--- config.mk ---
export PLATFORM = sky130hd
export DESIGN_NAME = controller_sequence_word_mapper
export DESIGN_NICKNAME = d
export VERILOG_FILES = /design/src/core/seq_map_pkg.sv /design/src/core/controller_sequence_word_mapper.sv /design/src/core/rx_word_mem.sv
export SDC_FILE = /design/constraint.sdc
export NUM_CORES = 1
export LEC_CHECK = 0
export ABC_CLOCK_PERIOD_IN_PS = 3100
export BUFFER_PORTS_ARGS = -buffer_cell sky130_fd_sc_hd__buf_2
export CORE_MARGIN = 2
export CORE_UTILIZATION = 46
export CTS_CLUSTER_SIZE = 12
export DETAILED_ROUTE_END_ITERATION = 8
export PLACE_DENSITY = 0.73
export SLEW_MARGIN = 20
export SYNTH_ARGS = -nofsm -noshare
export SYNTH_HDL_FRONTEND = slang
export SYNTH_HIERARCHICAL = 1
export SYNTH_SLANG_ARGS = --single-unit
--- constraint.sdc ---
create_clock -name i_clk -period 3.1 [get_ports i_clk]
set_clock_uncertainty 0.05 [all_clocks]
set_input_delay 0.155 -clock i_clk [delete_from_list [all_inputs] [get_ports i_clk]]
set_output_delay 0.155 -clock i_clk [all_outputs]
set_load 0.01 [all_outputs]
--- src/core/seq_map_pkg.sv ---
`default_nettype none
package seq_map_pkg;

    // ==========================================================
    // sequence numbers handled here
    // ==========================================================
    localparam logic [8:0] SEQ_SP_LIMIT = 9'd213;
    localparam logic [8:0] SEQ_HEATER = 9'd214;
    localparam logic [8:0] SEQ_INIT_STAT = 9'd215;
    localparam logic [8:0] SEQ_GP_WRITE = 9'd216;
    localparam logic [8:0] SEQ_GP_READ = 9'd217;

    // ==========================================================
    // word counts in four bcd digits, then field limits and digit codes
    // ==========================================================
    localparam logic [15:0] CNT_TWO = 16'h0002;
    localparam logic [15:0] CNT_THREE = 16'h0003;
    localparam logic [15:0] CNT_FOUR = 16'h0004;
    localparam logic [15:0] CNT_FIVE = 16'h0005;
    localparam logic [7:0] UNIT_MAX = 8'h31;
    localparam logic [7:0] DCODE_MIN = 8'h01;
    localparam logic [7:0] DCODE_MAX = 8'h02;
    localparam logic [15:0] STATUS_MAX = 16'h0011;
    localparam logic [7:0] INIT_STAT_MAX = 8'h99;
    localparam logic [3:0] NEG_ONE_DIGIT = 4'hA;
    localparam logic [3:0] MINUS_DIGIT = 4'hF;
    localparam logic [3:0] DIGIT_MAX = 4'h9;

    // ==========================================================
    // receive block slots and memory
    // ==========================================================
    localparam int RX_DEPTH = 4;
    localparam logic [1:0] RX_W0 = 2'd0;
    localparam logic [1:0] RX_W1 = 2'd1;
    localparam logic [1:0] RX_W2 = 2'd2;

    // ascii header codes, permitted writes and reads
    localparam logic [15:0] HDR_W [7] = '{16'h4D42, 16'h5753, 16'h5725, 16'h5757,
                                           16'h5742, 16'h574E, 16'h5756};
    localparam logic [15:0] HDR_R [7] = '{16'h5253, 16'h5225, 16'h5257, 16'h5242,
                                           16'h524E, 16'h5256, 16'h524F};

    // host send block as seen by the block
    typedef struct packed {
        logic [8:0] seq;
        logic [15:0] count;
        logic [15:0] unit_word;
        logic [15:0] header;
        logic [15:0] dcode_word;
        logic [15:0] wdata;
    } send_blk_t;

    // controller reply fields
    typedef struct packed {
        logic [15:0] value;
        logic [15:0] aux;
        logic [15:0] completion;
    } reply_t;

    // link request to the controller unit
    typedef struct packed {
        logic [8:0] seq;
        logic [7:0] unit;
        logic [15:0] header;
        logic [7:0] dcode;
        logic [15:0] wdata;
    } link_req_t;

endpackage
`default_nettype wire

--- src/core/controller_sequence_word_mapper.sv ---
`timescale 1ns/1ps
`default_nettype none
// What this block does
// - 213 replies count three, both limits
// - bcd write value, top digit A or F refused
// - 214 replies count, current, status word
// - 215 status byte in word one low
// - 215 word two holds three type digits
// - general write stores no receive words
// - general read replies count two, value
// - completion code stripped from read value
module controller_sequence_word_mapper
(
    // clock and reset
    input wire logic i_clk,
    input wire logic i_srst,
    // host command
    input wire logic i_start,
    input wire seq_map_pkg::send_blk_t i_send,
    output logic o_busy,
    output logic o_done,
    output logic o_error,
    // receive block readback
    input wire logic [1:0] i_rx_addr,
    output logic [15:0] o_rx_data,
    output logic [15:0] o_rx_words,
    // controller link
    output logic o_link_req,
    output seq_map_pkg::link_req_t o_link,
    input wire logic i_link_ack,
    input wire logic i_reply_valid,
    input wire seq_map_pkg::reply_t i_reply
);
    import seq_map_pkg::*;

    typedef enum logic [2:0] {
        ST_IDLE = 3'b000,
        ST_SEND = 3'b001,
        ST_WAIT = 3'b010,
        ST_W0 = 3'b011,
        ST_W1 = 3'b100,
        ST_W2 = 3'b101,
        ST_DONE = 3'b110
    } state_t;

    // ==========================================================
    // helper functions
    // ==========================================================
    function automatic logic is_bcd2(input logic [7:0] b);
        is_bcd2 = (b[7:4] <= DIGIT_MAX) && (b[3:0] <= DIGIT_MAX);
    endfunction

    // top digit may carry the -1 or minus marker
    function automatic logic is_bcd4(input logic [15:0] w, input logic signs);
        logic top_ok;
        top_ok = (w[15:12] <= DIGIT_MAX)
            || (signs && (w[15:12] == NEG_ONE_DIGIT || w[15:12] == MINUS_DIGIT));
        is_bcd4 = top_ok && is_bcd2(w[11:4]) && (w[3:0] <= DIGIT_MAX);
    endfunction

    function automatic logic hdr_ok(input logic [15:0] h, input logic wr);
        logic hit;
        hit = 1'b0;
        for (int k = 0; k < 7; k++)
        begin
            if (h == (wr ? HDR_W[k] : HDR_R[k]))
            begin
                hit = 1'b1;
            end
        end
        hdr_ok = hit;
    endfunction

    // ==========================================================
    // send block validation
    // ==========================================================
    logic send_ok;
    logic [7:0] unit_b;
    logic [7:0] dcode_b;
    always_comb
    begin
        unit_b = i_send.unit_word[7:0];
        dcode_b = i_send.dcode_word[7:0];
        send_ok = is_bcd2(unit_b) && (unit_b <= UNIT_MAX);
        case (i_send.seq)
            SEQ_SP_LIMIT, SEQ_HEATER, SEQ_INIT_STAT:
                send_ok = send_ok && (i_send.count == CNT_TWO);
            SEQ_GP_WRITE:
                send_ok = send_ok && (i_send.count == CNT_FIVE)
                    && hdr_ok(i_send.header, 1'b1) && is_bcd2(dcode_b)
                    && dcode_b >= DCODE_MIN && dcode_b <= DCODE_MAX
                    && is_bcd4(i_send.wdata, 1'b0);
            SEQ_GP_READ:
                send_ok = send_ok && (i_send.count == CNT_FOUR)
                    && hdr_ok(i_send.header, 1'b0) && is_bcd2(dcode_b)
                    && dcode_b >= DCODE_MIN && dcode_b <= DCODE_MAX;
            default:
                send_ok = 1'b0;
        endcase
    end

    // ==========================================================
    // sequencer state
    // ==========================================================
    state_t state_ff, nxt_state;
    link_req_t req_ff, nxt_req;
    reply_t rep_ff, nxt_rep;
    logic err_ff, nxt_err;
    logic [15:0] words_ff, nxt_words;
    logic we;
    logic [1:0] waddr;
    logic [15:0] wdata;

    always_comb
    begin
        nxt_state = state_ff;
        nxt_req = req_ff;
        nxt_rep = rep_ff;
        nxt_err = err_ff;
        nxt_words = words_ff;
        case (state_ff)
            ST_IDLE:
                if (i_start && !send_ok)
                begin
                    nxt_err = 1'b1;
                    nxt_state = ST_DONE;
                end
                else if (i_start)
                begin
                    nxt_err = 1'b0;
                    nxt_req = '{i_send.seq, unit_b, i_send.header, dcode_b, i_send.wdata};
                    nxt_state = ST_SEND;
                end
            ST_SEND:
                nxt_state = i_link_ack ? ST_WAIT : ST_SEND;
            ST_WAIT:
                if (i_reply_valid)
                begin
                    nxt_rep = i_reply;
                    // write completes with no receive words
                    if (req_ff.seq == SEQ_GP_WRITE)
                    begin
                        nxt_words = 16'h0000;
                        nxt_state = ST_DONE;
                    end
                    else
                    begin
                        nxt_state = ST_W0;
                    end
                end
            ST_W0:
            begin
                nxt_words = (req_ff.seq == SEQ_GP_READ) ? CNT_TWO : CNT_THREE;
                nxt_state = ST_W1;
            end
            ST_W1:
                nxt_state = (req_ff.seq == SEQ_GP_READ) ? ST_DONE : ST_W2;
            ST_W2:
                nxt_state = ST_DONE;
            ST_DONE:
                nxt_state = ST_IDLE;
            default:
                nxt_state = ST_IDLE;
        endcase
    end

    always_ff @(posedge i_clk)
    begin
        if (i_srst)
        begin
            state_ff <= ST_IDLE;
            req_ff <= '0;
            rep_ff <= '0;
            err_ff <= 1'b0;
            words_ff <= 16'h0000;
        end
        else
        begin
            state_ff <= nxt_state;
            req_ff <= nxt_req;
            rep_ff <= nxt_rep;
            err_ff <= nxt_err;
            words_ff <= nxt_words;
        end
    end

    // ==========================================================
    // receive word packing
    // ==========================================================
    always_comb
    begin
        we = 1'b0;
        waddr = RX_W0;
        wdata = 16'h0000;
        case (state_ff)
            ST_W0:
            begin
                we = 1'b1;
                wdata = (req_ff.seq == SEQ_GP_READ) ? CNT_TWO : CNT_THREE;
            end
            ST_W1:
            begin
                we = 1'b1;
                waddr = RX_W1;
                // status byte, high byte left zero
                wdata = (req_ff.seq == SEQ_INIT_STAT) ? {8'h00, rep_ff.value[7:0]}
                    : rep_ff.value;
            end
            ST_W2:
            begin
                we = 1'b1;
                waddr = RX_W2;
                wdata = (req_ff.seq == SEQ_INIT_STAT) ? {4'h0, rep_ff.aux[11:0]}
                    : rep_ff.aux;
            end
            default:
                we = 1'b0;
        endcase
    end

    rx_word_mem #(.DEPTH(RX_DEPTH), .AW(2)) u_mem (
        .i_clk(i_clk),
        .i_we(we),
        .i_waddr(waddr),
        .i_wdata(wdata),
        .i_raddr(i_rx_addr),
        .o_rdata(o_rx_data)
    );

    // handshake outputs straight from state, error from its own flag
    assign o_busy = (state_ff != ST_IDLE);
    assign o_done = (state_ff == ST_DONE);
    assign o_error = err_ff;
    assign o_link_req = (state_ff == ST_SEND);
    assign o_link = req_ff;
    assign o_rx_words = words_ff;

    // ==========================================================
    // checks
    // ==========================================================
    AST_NO_SEND_ON_ERR: assert property (@(posedge i_clk) disable iff (i_srst)
        (state_ff == ST_IDLE && i_start && !send_ok) |=> (o_done && o_error && !o_link_req))
        else $error("bad send block reached the link");
    AST_WRITE_NO_RX: assert property (@(posedge i_clk) disable iff (i_srst)
        (state_ff == ST_WAIT && i_reply_valid && req_ff.seq == SEQ_GP_WRITE)
        |=> (o_done && !we && o_rx_words == 16'h0000))
        else $error("general write stored receive words");
    AST_READ_COUNT: assert property (@(posedge i_clk) disable iff (i_srst)
        (we && waddr == RX_W0 && req_ff.seq == SEQ_GP_READ) |-> wdata == 16'h0002)
        else $error("general read count wrong");
    AST_STAT_COUNT: assert property (@(posedge i_clk) disable iff (i_srst)
        (we && waddr == RX_W0 && req_ff.seq != SEQ_GP_READ) |-> wdata == 16'h0003)
        else $error("status read count wrong");
    AST_INIT_HIGH: assert property (@(posedge i_clk) disable iff (i_srst)
        (we && waddr == RX_W1 && req_ff.seq == SEQ_INIT_STAT)
        |-> wdata == {8'h00, $past(i_reply.value[7:0], 2)})
        else $error("initial status word not the reply status byte");
    AST_TYPES_TOP: assert property (@(posedge i_clk) disable iff (i_srst)
        (we && waddr == RX_W2 && req_ff.seq == SEQ_INIT_STAT)
        |-> wdata == {4'h0, $past(i_reply.aux[11:0], 3)})
        else $error("type word not the three reply digits");
    AST_VALUE_PASS: assert property (@(posedge i_clk) disable iff (i_srst)
        (state_ff == ST_WAIT && i_reply_valid && req_ff.seq == SEQ_GP_READ)
        |-> ##2 (we && waddr == RX_W1 && wdata == $past(i_reply.value, 2)))
        else $error("read value not the reply value");
    AST_LINK_UNIT: assert property (@(posedge i_clk) disable iff (i_srst)
        o_link_req |-> (o_link.unit <= 8'h31 && o_link.unit[3:0] <= 4'h9))
        else $error("unit number out of range on link");
    AST_DCODE: assert property (@(posedge i_clk) disable iff (i_srst)
        (o_link_req && o_link.seq >= 9'd216) |-> (o_link.dcode inside {8'h01, 8'h02}))
        else $error("data code out of range on link");
    AST_STATUS_SEQ: assert property (@(posedge i_clk) disable iff (i_srst)
        (we && waddr == RX_W2) |-> ##1 (state_ff == ST_DONE) ##1 (state_ff == ST_IDLE))
        else $error("word two not last write");
endmodule
`default_nettype wire

--- src/core/rx_word_mem.sv ---
`timescale 1ns/1ps
`default_nettype none
module rx_word_mem #(
    parameter int DEPTH = 4,
    parameter int AW = 2
) (
    // clock
    input wire logic i_clk,
    // write side
    input wire logic i_we,
    input wire logic [AW-1:0] i_waddr,
    input wire logic [15:0] i_wdata,
    // read side
    input wire logic [AW-1:0] i_raddr,
    output logic [15:0] o_rdata
);
    logic [15:0] mem_ff [DEPTH];
    logic [15:0] rdata_ff;

    // ==========================================================
    // write and registered read
    // ==========================================================
    always_ff @(posedge i_clk)
    begin
        if (i_we)
        begin
            mem_ff[i_waddr] <= i_wdata;
        end
        rdata_ff <= mem_ff[i_raddr];
    end

    assign o_rdata = rdata_ff;
endmodule
`default_nettype wire

Word-level counts from Yosys, hierarchy flattened
Memories as Yosys holds them, arrays and structs flattened. A register that Yosys moved wholly into a read port is not among the register bits.
Cells that the tools add are included.
{ "op_classes": {"reduce_logical": 31, "n_lt_le_gt_ge": 11, "n_mux": 37, "eq_ne": 34, "bitwise_logic": 1} }
{ "op_table": {"columns": ["operator", "count"], "rows": [
  ["16-bit by 15-bit equality test with 1-bit output, second input constant", 14],
  ["9-bit by 8-bit equality test with 1-bit output, second input constant", 8],
  ["16-bit two-way mux", 4],
  ["16-bit one-hot mux with 3 select lines", 1],
  ["16-bit by 3-bit equality test with 1-bit output, second input constant", 2],
  ["4-bit <= comparator, second input constant", 8],
  ["16-bit one-hot mux with 2 select lines", 1],
  ["1-bit two-way mux", 22],
  ["1-bit logical AND", 19],
  ["3-bit one-hot mux with 6 select lines", 1],
  ["16-bit by 2-bit equality test with 1-bit output, second input constant", 1],
  ["3-bit two-way mux", 4],
  ["3-bit equality test, second input constant", 3],
  ["8-bit by 1-bit greater-or-equal comparator with 1-bit output, second input constant", 1],
  ["8-bit by 2-bit <= comparator with 1-bit output, second input constant", 1],
  ["8-bit by 6-bit <= comparator with 1-bit output, second input constant", 1],
  ["3-bit by 2-bit equality test with 1-bit output, second input constant", 2],
  ["2-bit AND reduction", 3],
  ["3-bit AND reduction", 2],
  ["3-bit OR reduction", 2],
  ["2-bit two-way mux", 2],
  ["2-bit inequality test, second input constant", 2],
  ["2-bit one-hot mux with 2 select lines", 1],
  ["2-bit nonzero test", 2],
  ["other kinds (7)", 7]
]} }
{ "word_totals": {"output_inout_bits": 93, "regBits": 109, "memories": 1, "ramBits": 64, "wordCells": 125} }
{ "mem_list": {"columns": ["memory", "depth", "word_bits", "rd", "rd_ports_with_merged_regs", "write_ports", "line", "rtl"], "rows": [
  ["u_mem.mem_ff", 4, 16, 1, 1, 1, "rx_word_mem.sv:17", "logic [15:0] mem_ff [DEPTH];"]
]} }

Logic depth before layout (Yosys ltp)
Gate-level depths: netlist of the first run.
{ "depth": {"depth_word": 19, "ltp_mapped": 8, "ltp_nobuf": 6} }

Modules after synthesis
Netlist of the first run, hierarchy kept.
{ "modules_own_cells": {"columns": ["module", "instances", "area_per_inst_um2", "cells_each"], "rows": [
  ["controller_sequence_word_mapper", 1, 4689.5, 547],
  ["rx_word_mem", 1, 2697.6, 104]
]} }

Worst setup path before layout of the first run
No wires, ideal clock.
{ "synth_path": {"path_kind": "register -> register", "from": "register state_ff[0]", "to": "memory u_mem.mem_ff[0][0] (enable)", "n_path_buf": 2, "t_required_ns": 2.637, "path_stages_with_launch": 6, "setup_slack_ns": 0.157, "arrival_time_ns": 2.480, "cell_sequence": "dfxtp_1 -> clkbuf_1 -> clkbuf_1 -> nand2_1 -> nand2_1 -> nor3b_1"} }
{ "synth_via": {"elab_chain_len": 5, "elab_cells_between_ends": 8, "cone_classes": "eq/ne (3); mux (4); reduce/logical (1)"} }
{ "synth_rtl": {"columns": ["element", "line", "rtl"], "rows": [
  ["from (decl)", "controller_sequence_word_mapper.sv:105", "state_t state_ff, nxt_state;"],
  ["from (signal assigned)", "controller_sequence_word_mapper.sv:179", "state_ff <= nxt_state;"],
  ["3-bit equality test or 3-bit by 2-bit equality test with 1-bit output (tied branches)", "controller_sequence_word_mapper.sv:195", "case (state_ff)"],
  ["3-bit OR reduction (no line) *", null, null],
  ["1-bit two-way mux *", "controller_sequence_word_mapper.sv:195", null],
  ["via we", "controller_sequence_word_mapper.sv:110", "logic we;"],
  ["1-bit two-way mux *", "rx_word_mem.sv:25", "if (i_we)"],
  ["1-bit two-way mux (not written as such) *", "rx_word_mem.sv:27", "mem_ff[i_waddr] <= i_wdata;"],
  ["to (decl)", "rx_word_mem.sv:17", null]
]} }
Mark *: on every way through the listed nets, which the timed path passes. The rest lies on a longest branch.

Worst setup path in the final report of the first run
{ "layout_path": {"from": "input port i_send[34] (netlist bit)", "to": "register req_ff, in the netlist o_link[0]"} }
{ "layout_via": {"elab_chain_len": 19, "elab_cells_between_ends": 44, "cone_classes": "eq/ne (14); mux (17); bitwise (1); reduce/logical (12)"} }
{ "layout_rtl": {"columns": ["element", "line", "rtl"], "rows": [
  ["from (decl)", "controller_sequence_word_mapper.sv:19", "input wire seq_map_pkg::send_blk_t i_send,"],
  ["16-bit by 15-bit equality test with 1-bit output", "controller_sequence_word_mapper.sv:66", "if (h == (wr ? HDR_W[k] : HDR_R[k]))"],
  ["1-bit two-way mux (7 in series)", "controller_sequence_word_mapper.sv:66", null],
  ["1-bit two-way mux", "controller_sequence_word_mapper.sv:85", "case (i_send.seq)"],
  ["1-bit logical AND (2 in series)", "controller_sequence_word_mapper.sv:90", "&& hdr_ok(i_send.header, 1'b1) && is_bcd2(dcode_b)"],
  ["1-bit logical AND (2 in series)", "controller_sequence_word_mapper.sv:91", "&& dcode_b >= DCODE_MIN && dcode_b <= DCODE_MAX"],
  ["1-bit logical AND", "controller_sequence_word_mapper.sv:92", "&& is_bcd4(i_send.wdata, 1'b0);"],
  ["1-bit one-hot mux with 3 select lines *", "controller_sequence_word_mapper.sv:85", null],
  ["1-bit logical NOT *", "controller_sequence_word_mapper.sv:123", "if (i_start && !send_ok)"],
  ["1-bit logical AND *", "controller_sequence_word_mapper.sv:123", null],
  ["1-bit NOT (no line) *", null, null],
  ["3-bit AND reduction (no line) *", null, null],
  ["to (signal assigned)", "controller_sequence_word_mapper.sv:180", "req_ff <= nxt_req;"],
  ["to (decl)", "controller_sequence_word_mapper.sv:106", "link_req_t req_ff, nxt_req;"]
]} }
Mark *: on every way between the ends. The rest lies on a longest branch, timed or not. The select of a mux whose other input is x is not followed.
A chain may end at the register's enable or synchronous reset.

==> metrics, run 1 <==
final hold vios=0; startpoint types=input pin; H-tree levels=4; Clk Latency, worst-skew pair=0.43 ns; Slew @ Worst Pin=0.6757 ns; CTS root buffer=clkbuf_16; sequential fraction of the synthesis area=0.5610; overall power=5.838 mW; Layout area overhead=33.52%; Vias/cell=5.079; share of cells above drive strength 1=0.2657; Synth Register Bits=175; chip width=130.7 µm; Setup Fix Bufs, Post-CTS=0; Final Wtd Congestion=0.8116; CTS Buf Count=17; initial DRC count=292; RSZ-0062 raised after global routing=false; Post-synth EDFFs=64; Post-CTS Resized=0; Max VDD drop=456.5 µV; Hold Crit Class=input pin to register; site row count=46; overall routing resource usage=0.2190; Final Cycle Share=0.8681; Power Density=591.9 mW/mm²; number of global-route vias before repair=5612; outcome=complete, no violations; post-placement cell count=1028; Post-Place Setup Slack=0.5811 ns; multi-input logic area=0.002952 mm²; via count=5816; R2R Setup Slk=0.69 ns; Crit path largest cell delay=0.63 ns; crit-path cells=dlygate4sd3_1 > buf_2 > nor3_1 > nand4b_1 > a2111oi_0 > nand2_1 > o22ai_4 > buf_4 > mux2i_1; RR Startpoint=state_ff[1]; top area cells in the synthesized netlist=dfxtp_1, edfxtp_1, nand2b_1; Max-Slew Margin vs Limit=0.5460; CP max stage cell=a2111oi_0; Crit Path Category=input pin to register; post-synth top area share=0.3008; final instance area=0.009863 mm²; Die ar.=0.01709 mm²; core outline area=0.01577 mm²; Crit Path Max Fanout=25; Fmax achieved=0.3716 GHz; Post-synth ARST share=0; final core occ=0.6254; drt first pass iters=5; Leak Pwr=3.739 nW; most frequent cells in the layout=buf_2, dfxtp_1, nand2b_1, dlygate4sd3_1, nand2_1; final period demand of the worst path=2.691 ns; Ports=237; final setup margin=0.4088 ns; WP data arrival=2.99 ns; Longest Clk Path Bufs=2; die height=130.7 µm; Hold Crit Start=i_start; CP Capture Point=o_link[0]; global-route wire length before repair=28390 µm; Mapped Cells=651; largest net degree at the start of global routing=67; Placed Area=0.008444 mm²; Final setup viols=0; R2R cell count=5; Ys Warns=6; final wirelength=18360 µm; WL/cell=16.03 µm; RR Endpoint=o_link[0]; post-synth cell types=50; worst setup path start=i_send[34]; total congestion overflow=0; commonest non-fill, non-tap cell in the layout=buf_2; Finished Layout Cells=1145; Fillers=1260; initial antenna violation count=2; Nets=1057; Fin Setup TNS=0 ns; Setup crit end kind=register; storage element area=0.004144 mm²; ANT nets after route=0; Worst-path clk slew=0.07 ns; worst endpoint required time=3.40 ns; Main synth FF type=dfxtp_1; Max Slew Vio Count=0; area leader, netlist=dfxtp_1; Fin Hold WS=0.02960 ns; TritonCTS clock tree=yes; number of port buffers=190; DRC viols=0; Max Cap Violations=0; initial core utilization=0.4684; syn avg cell area=11.35 µm²; CTS Sinks=175; HPWL after DPL=11370 µm; Post-Syn Area=0.007387 mm²
-- cells by family after synthesis --
| family | count (synthesis) | share of synthesized area |
|---|---|---|
| DFF | 175 | 0.5610 |
| xor gates and xnor gates | 2 | 0.002372 |
| muxes | 79 | 0.1372 |
| other | 1 | 0.0005076 |
| and+or+nand+nor | 259 | 0.1885 |
| buffers and inverters | 60 | 0.04776 |
| AOI/OAI and AO/OA | 75 | 0.06267 |
-- worst min path at each step --
stage / to / cells after the start
global route: o_error / 3
floorplan: rep_ff[16] / 2
CTS: o_error / 3
finish: o_error / 3
global placement: rep_ff[32] / 3
detailed placement: rep_ff[43] / 3
-- cells in the mapped netlist, types with 3 or more instances --
library cell / count
clkbuf_1: 28
o21ba_1: 3
edfxtp_1: 64
inv_1: 6
o21ai_0: 11
nor2_1: 24
nor4_1: 5
a21oi_1: 38
o211ai_1: 3
nor3b_1: 7
nor2b_1: 3
mux4_1: 6
mux2i_1: 63
buf_2: 3
nor3_1: 10
a22o_1: 5
nand2_1: 80
buf_12: 3
buf_4: 16
mux4_2: 10
nand4b_1: 4
nand3_1: 5
nor4b_1: 3
nand2b_1: 104
nor4bb_1: 3
dfxtp_1: 111
-- report_power, final --
group	total [mW]	switching (mW)	internal [mW]
clock network	2.10	1.01	1.08
logic	0.991	0.554	0.437
registers	2.75	0.105	2.65
-- critical path: cells and delay by family --
kind / cells / cell delay, ns
mux: 1 / 0.26
simple gates: 3 / 0.59
compound gates: 2 / 0.88
buf+inv: 3 / 1.08
-- per-layer routing --
layer / up-vias / GRT usage / part of all wire
li1: 2795 / - / -
met4: 0 / 0.1183 / 0.046
met2: 229 / 0.3572 / 0.49
met1: 2735 / 0.2592 / 0.40
met5: - / 0 / 0
met3: 57 / 0.06922 / 0.064
-- what timing repair did --
action                                  4_1_cts  5_1_grt
hold buffers                                 82        0
endpoints found under the setup margin        0        0
endpoints found under the hold margin        82        0
-- registers in the layout, indices dropped and copies added, names as in the netlist --
register       cells
u_mem/mem_ff      64
u_mem/o_rdata     16
o_link            57
o_rx_words         2
state_ff           3
o_error            1
rep_ff            32
-- final cells by class --
class,count,share of cell area
multi-input cells,429,0.2993
clock inverters,15,0.01674
repair buffers,284,0.1903
diodes,3,0.0007611
flip-flops and latches,175,0.4201
inverters,6,0.002283
well taps,216,0.02740
clock buffers,17,0.04313
(Power assumes the default switching activity.)
==> run 2: changes to the inputs <==
Settings changed: ABC_AREA set to 1, CORE_UTILIZATION 46 to 47, PLACE_DENSITY 0.73 to 0.74.
==> run 2 against run 1 <==
Critical path depth is 4 higher; combinational power is 32% higher; non-clock buffer count is 37 lower; die area is 6.5% higher; final area is 2.8% higher; final cell count is 30% higher; global-route usage is 1.3 points higher; critical path type unchanged; largest cell class unchanged; largest power group unchanged.
==> metrics, run 2 <==
Post-synth EDFFs=64; Post-synth ARST share=0; H-tree levels=4; Largest regs=u_mem/mem_ff: 64 flops, o_link: 57 flops, rep_ff: 32 flops; Final setup viols=0; Max Cap Violations=0; Seq pwr share=0.439; met1 Usage GRT=0.2728; Clk Latency, worst-skew pair=0.43 ns; Fillers=1425; Top Usage Layer GRT=met2; Crit Path Max Fanout=33; Die ar.=0.01820 mm²; Logic pwr share=0.206; Crit path largest cell delay=0.54 ns; startpoint types=input pin; Critical Path Most Common Cell=nor2_1; CTS Buf Count=17; post-synth cell types=38; Nets=1399; most frequent cells in the layout=nand2_1, buf_2, nor2_1, inv_1, dfxtp_1; RSZ-0062 raised after global routing=false; final wirelength=20970 µm; total congestion overflow=0; crit-path cells=dlygate4sd3_1 > buf_2 > nand2_1 > o21ai_1 > nor2_1 > nand3_1 > nor2_1 > nand2_2 > nand3_4 > buf_4 > nand3_1 > nand2_1 > nor2_1; P_sw=2.082 mW; Synth Register Bits=175; initial antenna violation count=2; final instance area=0.01014 mm²; chip width=134.9 µm; Post-Place Setup Slack=0.9314 ns; max FFs per register=64; share of cells above drive strength 1=0.2208; Placed Area=0.009057 mm²; count leader, synth=nand2_1; Ys Warns=6; CP Capture Point=o_link[51]; sequential fraction of the synthesis area=0.5144; met2 Usage GRT=0.3985; number of port buffers=190; CTS Sinks=175; switching share of power=0.3288; TritonCTS clock tree=yes; global-route wire length before repair=33180 µm; Crit Path Category=input pin to register; via count=7336; worst setup path start=i_send[52]; Clock Power Share=0.355; Final Wtd Congestion=0.8623; CP max stage cell=dlygate4sd3_1; drt first pass iters=5; WL/cell=14.07 µm; commonest cells in the netlist=nand2_1, nor2_1, inv_1, dfxtp_1, nand3_1; syn avg cell area=7.754 µm²; Fin Setup TNS=0 ns; HPWL after DPL=13930 µm; CTS root buffer=clkbuf_16; initial DRC count=424; Main synth FF type=dfxtp_1; R2R Setup Slk=0.96 ns; Leak Pwr=4.917 nW; ANT nets after route=0; initial core utilization=0.4841; Power Density=624.4 mW/mm²; outcome=complete, no violations; RR Endpoint=u_mem/mem_ff[1][13]; WP data arrival=2.45 ns; Max Slew Vio Count=0; Ports=237; top area cells in the synthesized netlist=dfxtp_1, edfxtp_1, nand2_1; Final Cycle Share=0.7035; core outline area=0.01664 mm²; Worst-path clk slew=0.08 ns; R2R cell count=7; overall routing resource usage=0.2320; Vias/cell=4.920; Slew @ Worst Pin=0.9283 ns; commonest non-fill, non-tap cell in the layout=nand2_1; Longest Clk Path Bufs=2; site row count=47; Pint=4.251 mW; largest net degree at the start of global routing=57; Hold Crit Class=input pin to register; RR Startpoint=state_ff[0]; post-synth top area share=0.2758; Fmax achieved=0.4585 GHz; DRC viols=0; final hold vios=0; Post-Syn Area=0.008056 mm²; final period demand of the worst path=2.181 ns; worst endpoint required time=3.37 ns; routing usage on met3=0.06194; final setup margin=0.9190 ns; Max VDD drop=434.1 µV; Setup crit end kind=register; Mapped Cells=1039; die height=134.9 µm; area leader, netlist=dfxtp_1; Largest Register=u_mem/mem_ff; Layout area overhead=25.90%; Max-Slew Margin vs Limit=0.3802; number of global-route vias before repair=6752
run 2: cell families (layout without fill, tap and decap cells):
logic type | after synthesis | in the layout | synth area share
DFF | 175 | 175 | 0.5144
AOI/OAI and AO/OA | 118 | 118 | 0.08464
other | 1 | 17 | 0.0004655
and+or+nand+nor | 525 | 525 | 0.2719
buffers and inverters | 220 | 436 | 0.1286
run 2: power groups by stage:
stage | clock [mW] | combinational, mW | sequential [mW]
final | 2.25 | 1.31 | 2.78
after global routing | 2.38 | 1.46 | 2.80
after CTS | 2.28 | 1.30 | 2.77
after detailed placement | 0 | 1.25 | 2.82
after global placement | 0 | 1.23 | 2.81
after floorplan | 0 | 0.834 | 2.82
run 2: layout make-up:
| type | instances | area (µm²) | share of cell area |
|---|---|---|---|
| diodes | 3 | 7.507 | 0.0007401 |
| clock buffers | 17 | 425.4 | 0.04194 |
| clock inverters | 15 | 212.7 | 0.02097 |
| inverters | 157 | 591.8 | 0.05834 |
| multi-input cells | 657 | 2960 | 0.2918 |
| flip-flops and latches | 175 | 4144 | 0.4085 |
| well taps | 220 | 275.3 | 0.02714 |
| repair buffers | 247 | 1526 | 0.1505 |
run 2: worst min-delay path by stage:
| stage | startpoint | end | slack, ns | cells past startpoint |
|---|---|---|---|---|
| 2_1_floorplan | i_srst | o_link[52] | 0.17 | 1 |
| 3_3_place_gp | i_reply[40] | rep_ff[40] | 0.33 | 3 |
| 3_5_place_dp | i_reply[40] | rep_ff[40] | 0.34 | 3 |
| 4_1_cts | i_send[5] | o_link[5] | 0.0003 | 5 |
| 5_1_grt | i_send[5] | o_link[5] | 0.02 | 5 |
| 6_report | i_send[5] | o_link[5] | 0.004 | 5 |
run 2: through the flow:
step           instances  hold slack [ns]  power [mW]    util
2_1_floorplan       1052           0.1741       3.651       -
3_3_place_gp        1412           0.3270       4.042  0.5442
3_5_place_dp        1412           0.3359       4.068  0.5442
4_1_cts             1488        0.0003247       6.345  0.6091
5_1_grt             1489          0.01711       6.643  0.6092
6_report            1491         0.004135       6.333  0.6095
run 2: per-layer routing:
layer	wire length, µm	part of all wire
met5	0	0
met4	701	0.033
met1	8519	0.41
met3	1387	0.066
met2	10370	0.49
run 2: critical path: cells and delay by family:
family                 cells  cell delay (ns)
and+or+nand+nor            9             1.24
buffers and inverters      3             0.95
AOI/OAI and AO/OA          1             0.10
run 2: timing repair:
action,in CTS,in global routing
resized for setup,0,0
hold buffers,44,0
setup buffers,0,0
hold endpoints to repair,49,0
setup endpoints to repair,0,0
==> run 3: changes to the inputs <==
Settings changed: ABC_CLOCK_PERIOD_IN_PS 3100 to 2100, CORE_UTILIZATION 47 to 52, PLACE_DENSITY 0.74 to 0.77.
Clock period 3.1 ns to 2.1 ns, I/O delays scaled along.
==> run 3 against run 2 <==
Sequential power rose by 47%; die area fell by 9.3%; via count rose by 2.8%; hold slack improved by 0.012 ns; worst setup slack got worse by 0.77 ns; clock power rose by 40%.
==> metrics, run 3 (synthesized netlist as in run 2, its figures left out) <==
Post-Place Setup Slack=0.2521 ns; Max Slew Vio Count=0; die height=128.5 µm; final wirelength=21250 µm; most frequent cells in the layout=nand2_1, buf_2, nor2_1, inv_1, dfxtp_1; chip width=128.5 µm; startpoint types=input pin; Max Cap Violations=0; Setup Fix Bufs, Post-CTS=0; Setup crit end kind=register; total congestion overflow=0; commonest non-fill, non-tap cell in the layout=nand2_1; worst setup path start=i_send[20]; share of cells above drive strength 1=0.2214; drt first pass iters=5; Vias/cell=5.023; core outline area=0.01515 mm²; Finished Layout Cells=1502; Power Density=885.7 mW/mm²; WL/cell=14.15 µm; initial core utilization=0.5319; Final setup viols=0; Crit Path Max Fanout=59; HPWL after DPL=13480 µm; Placed Area=0.009114 mm²; WP data arrival=2.23 ns; CTS Sinks=175; Max VDD drop=721.2 µV; max FFs per register=64; Clk Latency, worst-skew pair=0.44 ns; final core occ=0.6968; site row count=45; Ports=237; Slew @ Worst Pin=0.5480 ns; Max-Slew Margin vs Limit=0.6347; overall routing resource usage=0.2615; worst endpoint required time=2.38 ns; Worst-path clk slew=0.07 ns; final setup margin=0.1530 ns; largest net degree at the start of global routing=60; Fin Hold WS=0.01597 ns; ANT nets after route=0; Largest regs=u_mem/mem_ff: 64 flops, o_link: 57 flops, rep_ff: 32 flops; Final Wtd Congestion=0.8618; via count=7545; Longest Clk Path Bufs=2; global-route wire length before repair=33540 µm; Hold Crit Class=input pin to register; CTS root buffer=clkbuf_16; number of global-route vias before repair=6905; RR Endpoint=u_mem/mem_ff[2][15]; CTS Buf Count=17; final period demand of the worst path=1.947 ns; outcome=complete, no violations; H-tree levels=4; RR Startpoint=state_ff[1]; post-placement cell count=1385; Fin Setup TNS=0 ns; Die ar.=0.01650 mm²; final instance area=0.01055 mm²; Fmax achieved=0.5136 GHz; Layout area overhead=31.00%; Leak Pwr=5.107 nW; number of port buffers=190; overall power=9.348 mW; CP Capture Point=o_link[12]; Final Cycle Share=0.9272; R2R cell count=9; Nets=1441; initial DRC count=477; R2R Setup Slk=0.25 ns; TritonCTS clock tree=yes; final hold vios=0; initial antenna violation count=3; Largest Register=u_mem/mem_ff; DRC viols=0; Crit Path Category=input pin to register
## run 3: changes by cell type in the layout (fill, tap and decap cells not counted), moves of 2 or more
cell	before	now
inv_6	2	5
nor2_1	185	180
clkinv_4	2	0
dlygate4sd3_1	44	81
buf_12	3	6
nor2_2	4	8
clkinv_8	6	1
inv_8	3	5
## run 3: how the worst min path moves through the flow
stage	from	end	cells after the start
after floorplan	i_srst	o_link[52]	1
after global placement	i_reply[32]	rep_ff[32]	3
after detailed placement	i_reply[32]	rep_ff[32]	3
after CTS	i_send[33]	o_link[25]	5
after global routing	i_send[18]	o_link[18]	5
final	i_send[18]	o_link[18]	5
## run 3: what timing repair did
item	in CTS	in global routing
resized for setup	0	8
hold endpoints to repair	86	0
hold buffers	81	0
endpoints found under the setup margin	0	50
## run 3: power by group
part           internal, mW  switching (mW)
sequential             3.93           0.168
combinational         0.708            1.38
clock                  1.70            1.46
total                  6.34            3.01
## run 3: final cells by class
class | instances | area [µm²]
clock inverter | 14 | 158.9
tap | 188 | 235.2
timing repair buffer | 289 | 1996
antenna | 4 | 10.01
inverter | 157 | 591.8
multi-input combinational | 657 | 2989
fill | 1148 | 4592
sequential | 175 | 4144
clock buffer | 18 | 429.2
## run 3: worst max-delay path, stage by stage
cell and delay [ns]:
dlygate4sd3_1 0.58, buf_2 0.15, nor2_1 0.09, nand2_1 0.09, nor2_2 0.14, and2_1 0.14, nand2_1 0.04, nor2_1 0.13
nand2_2 0.09, nand3_4 0.12, buf_16 0.23, nand3_1 0.13, nand2_1 0.10, nor2_1 0.06
## run 3: routing by layer
metal | GRT usage | up-vias | routed length (µm)
met5 | 0 | - | 0
met4 | 0.1319 | 0 | 675
met3 | 0.06154 | 61 | 1456
met2 | 0.4474 | 294 | 10660
met1 | 0.3086 | 3422 | 8457
li1 | - | 3768 | -
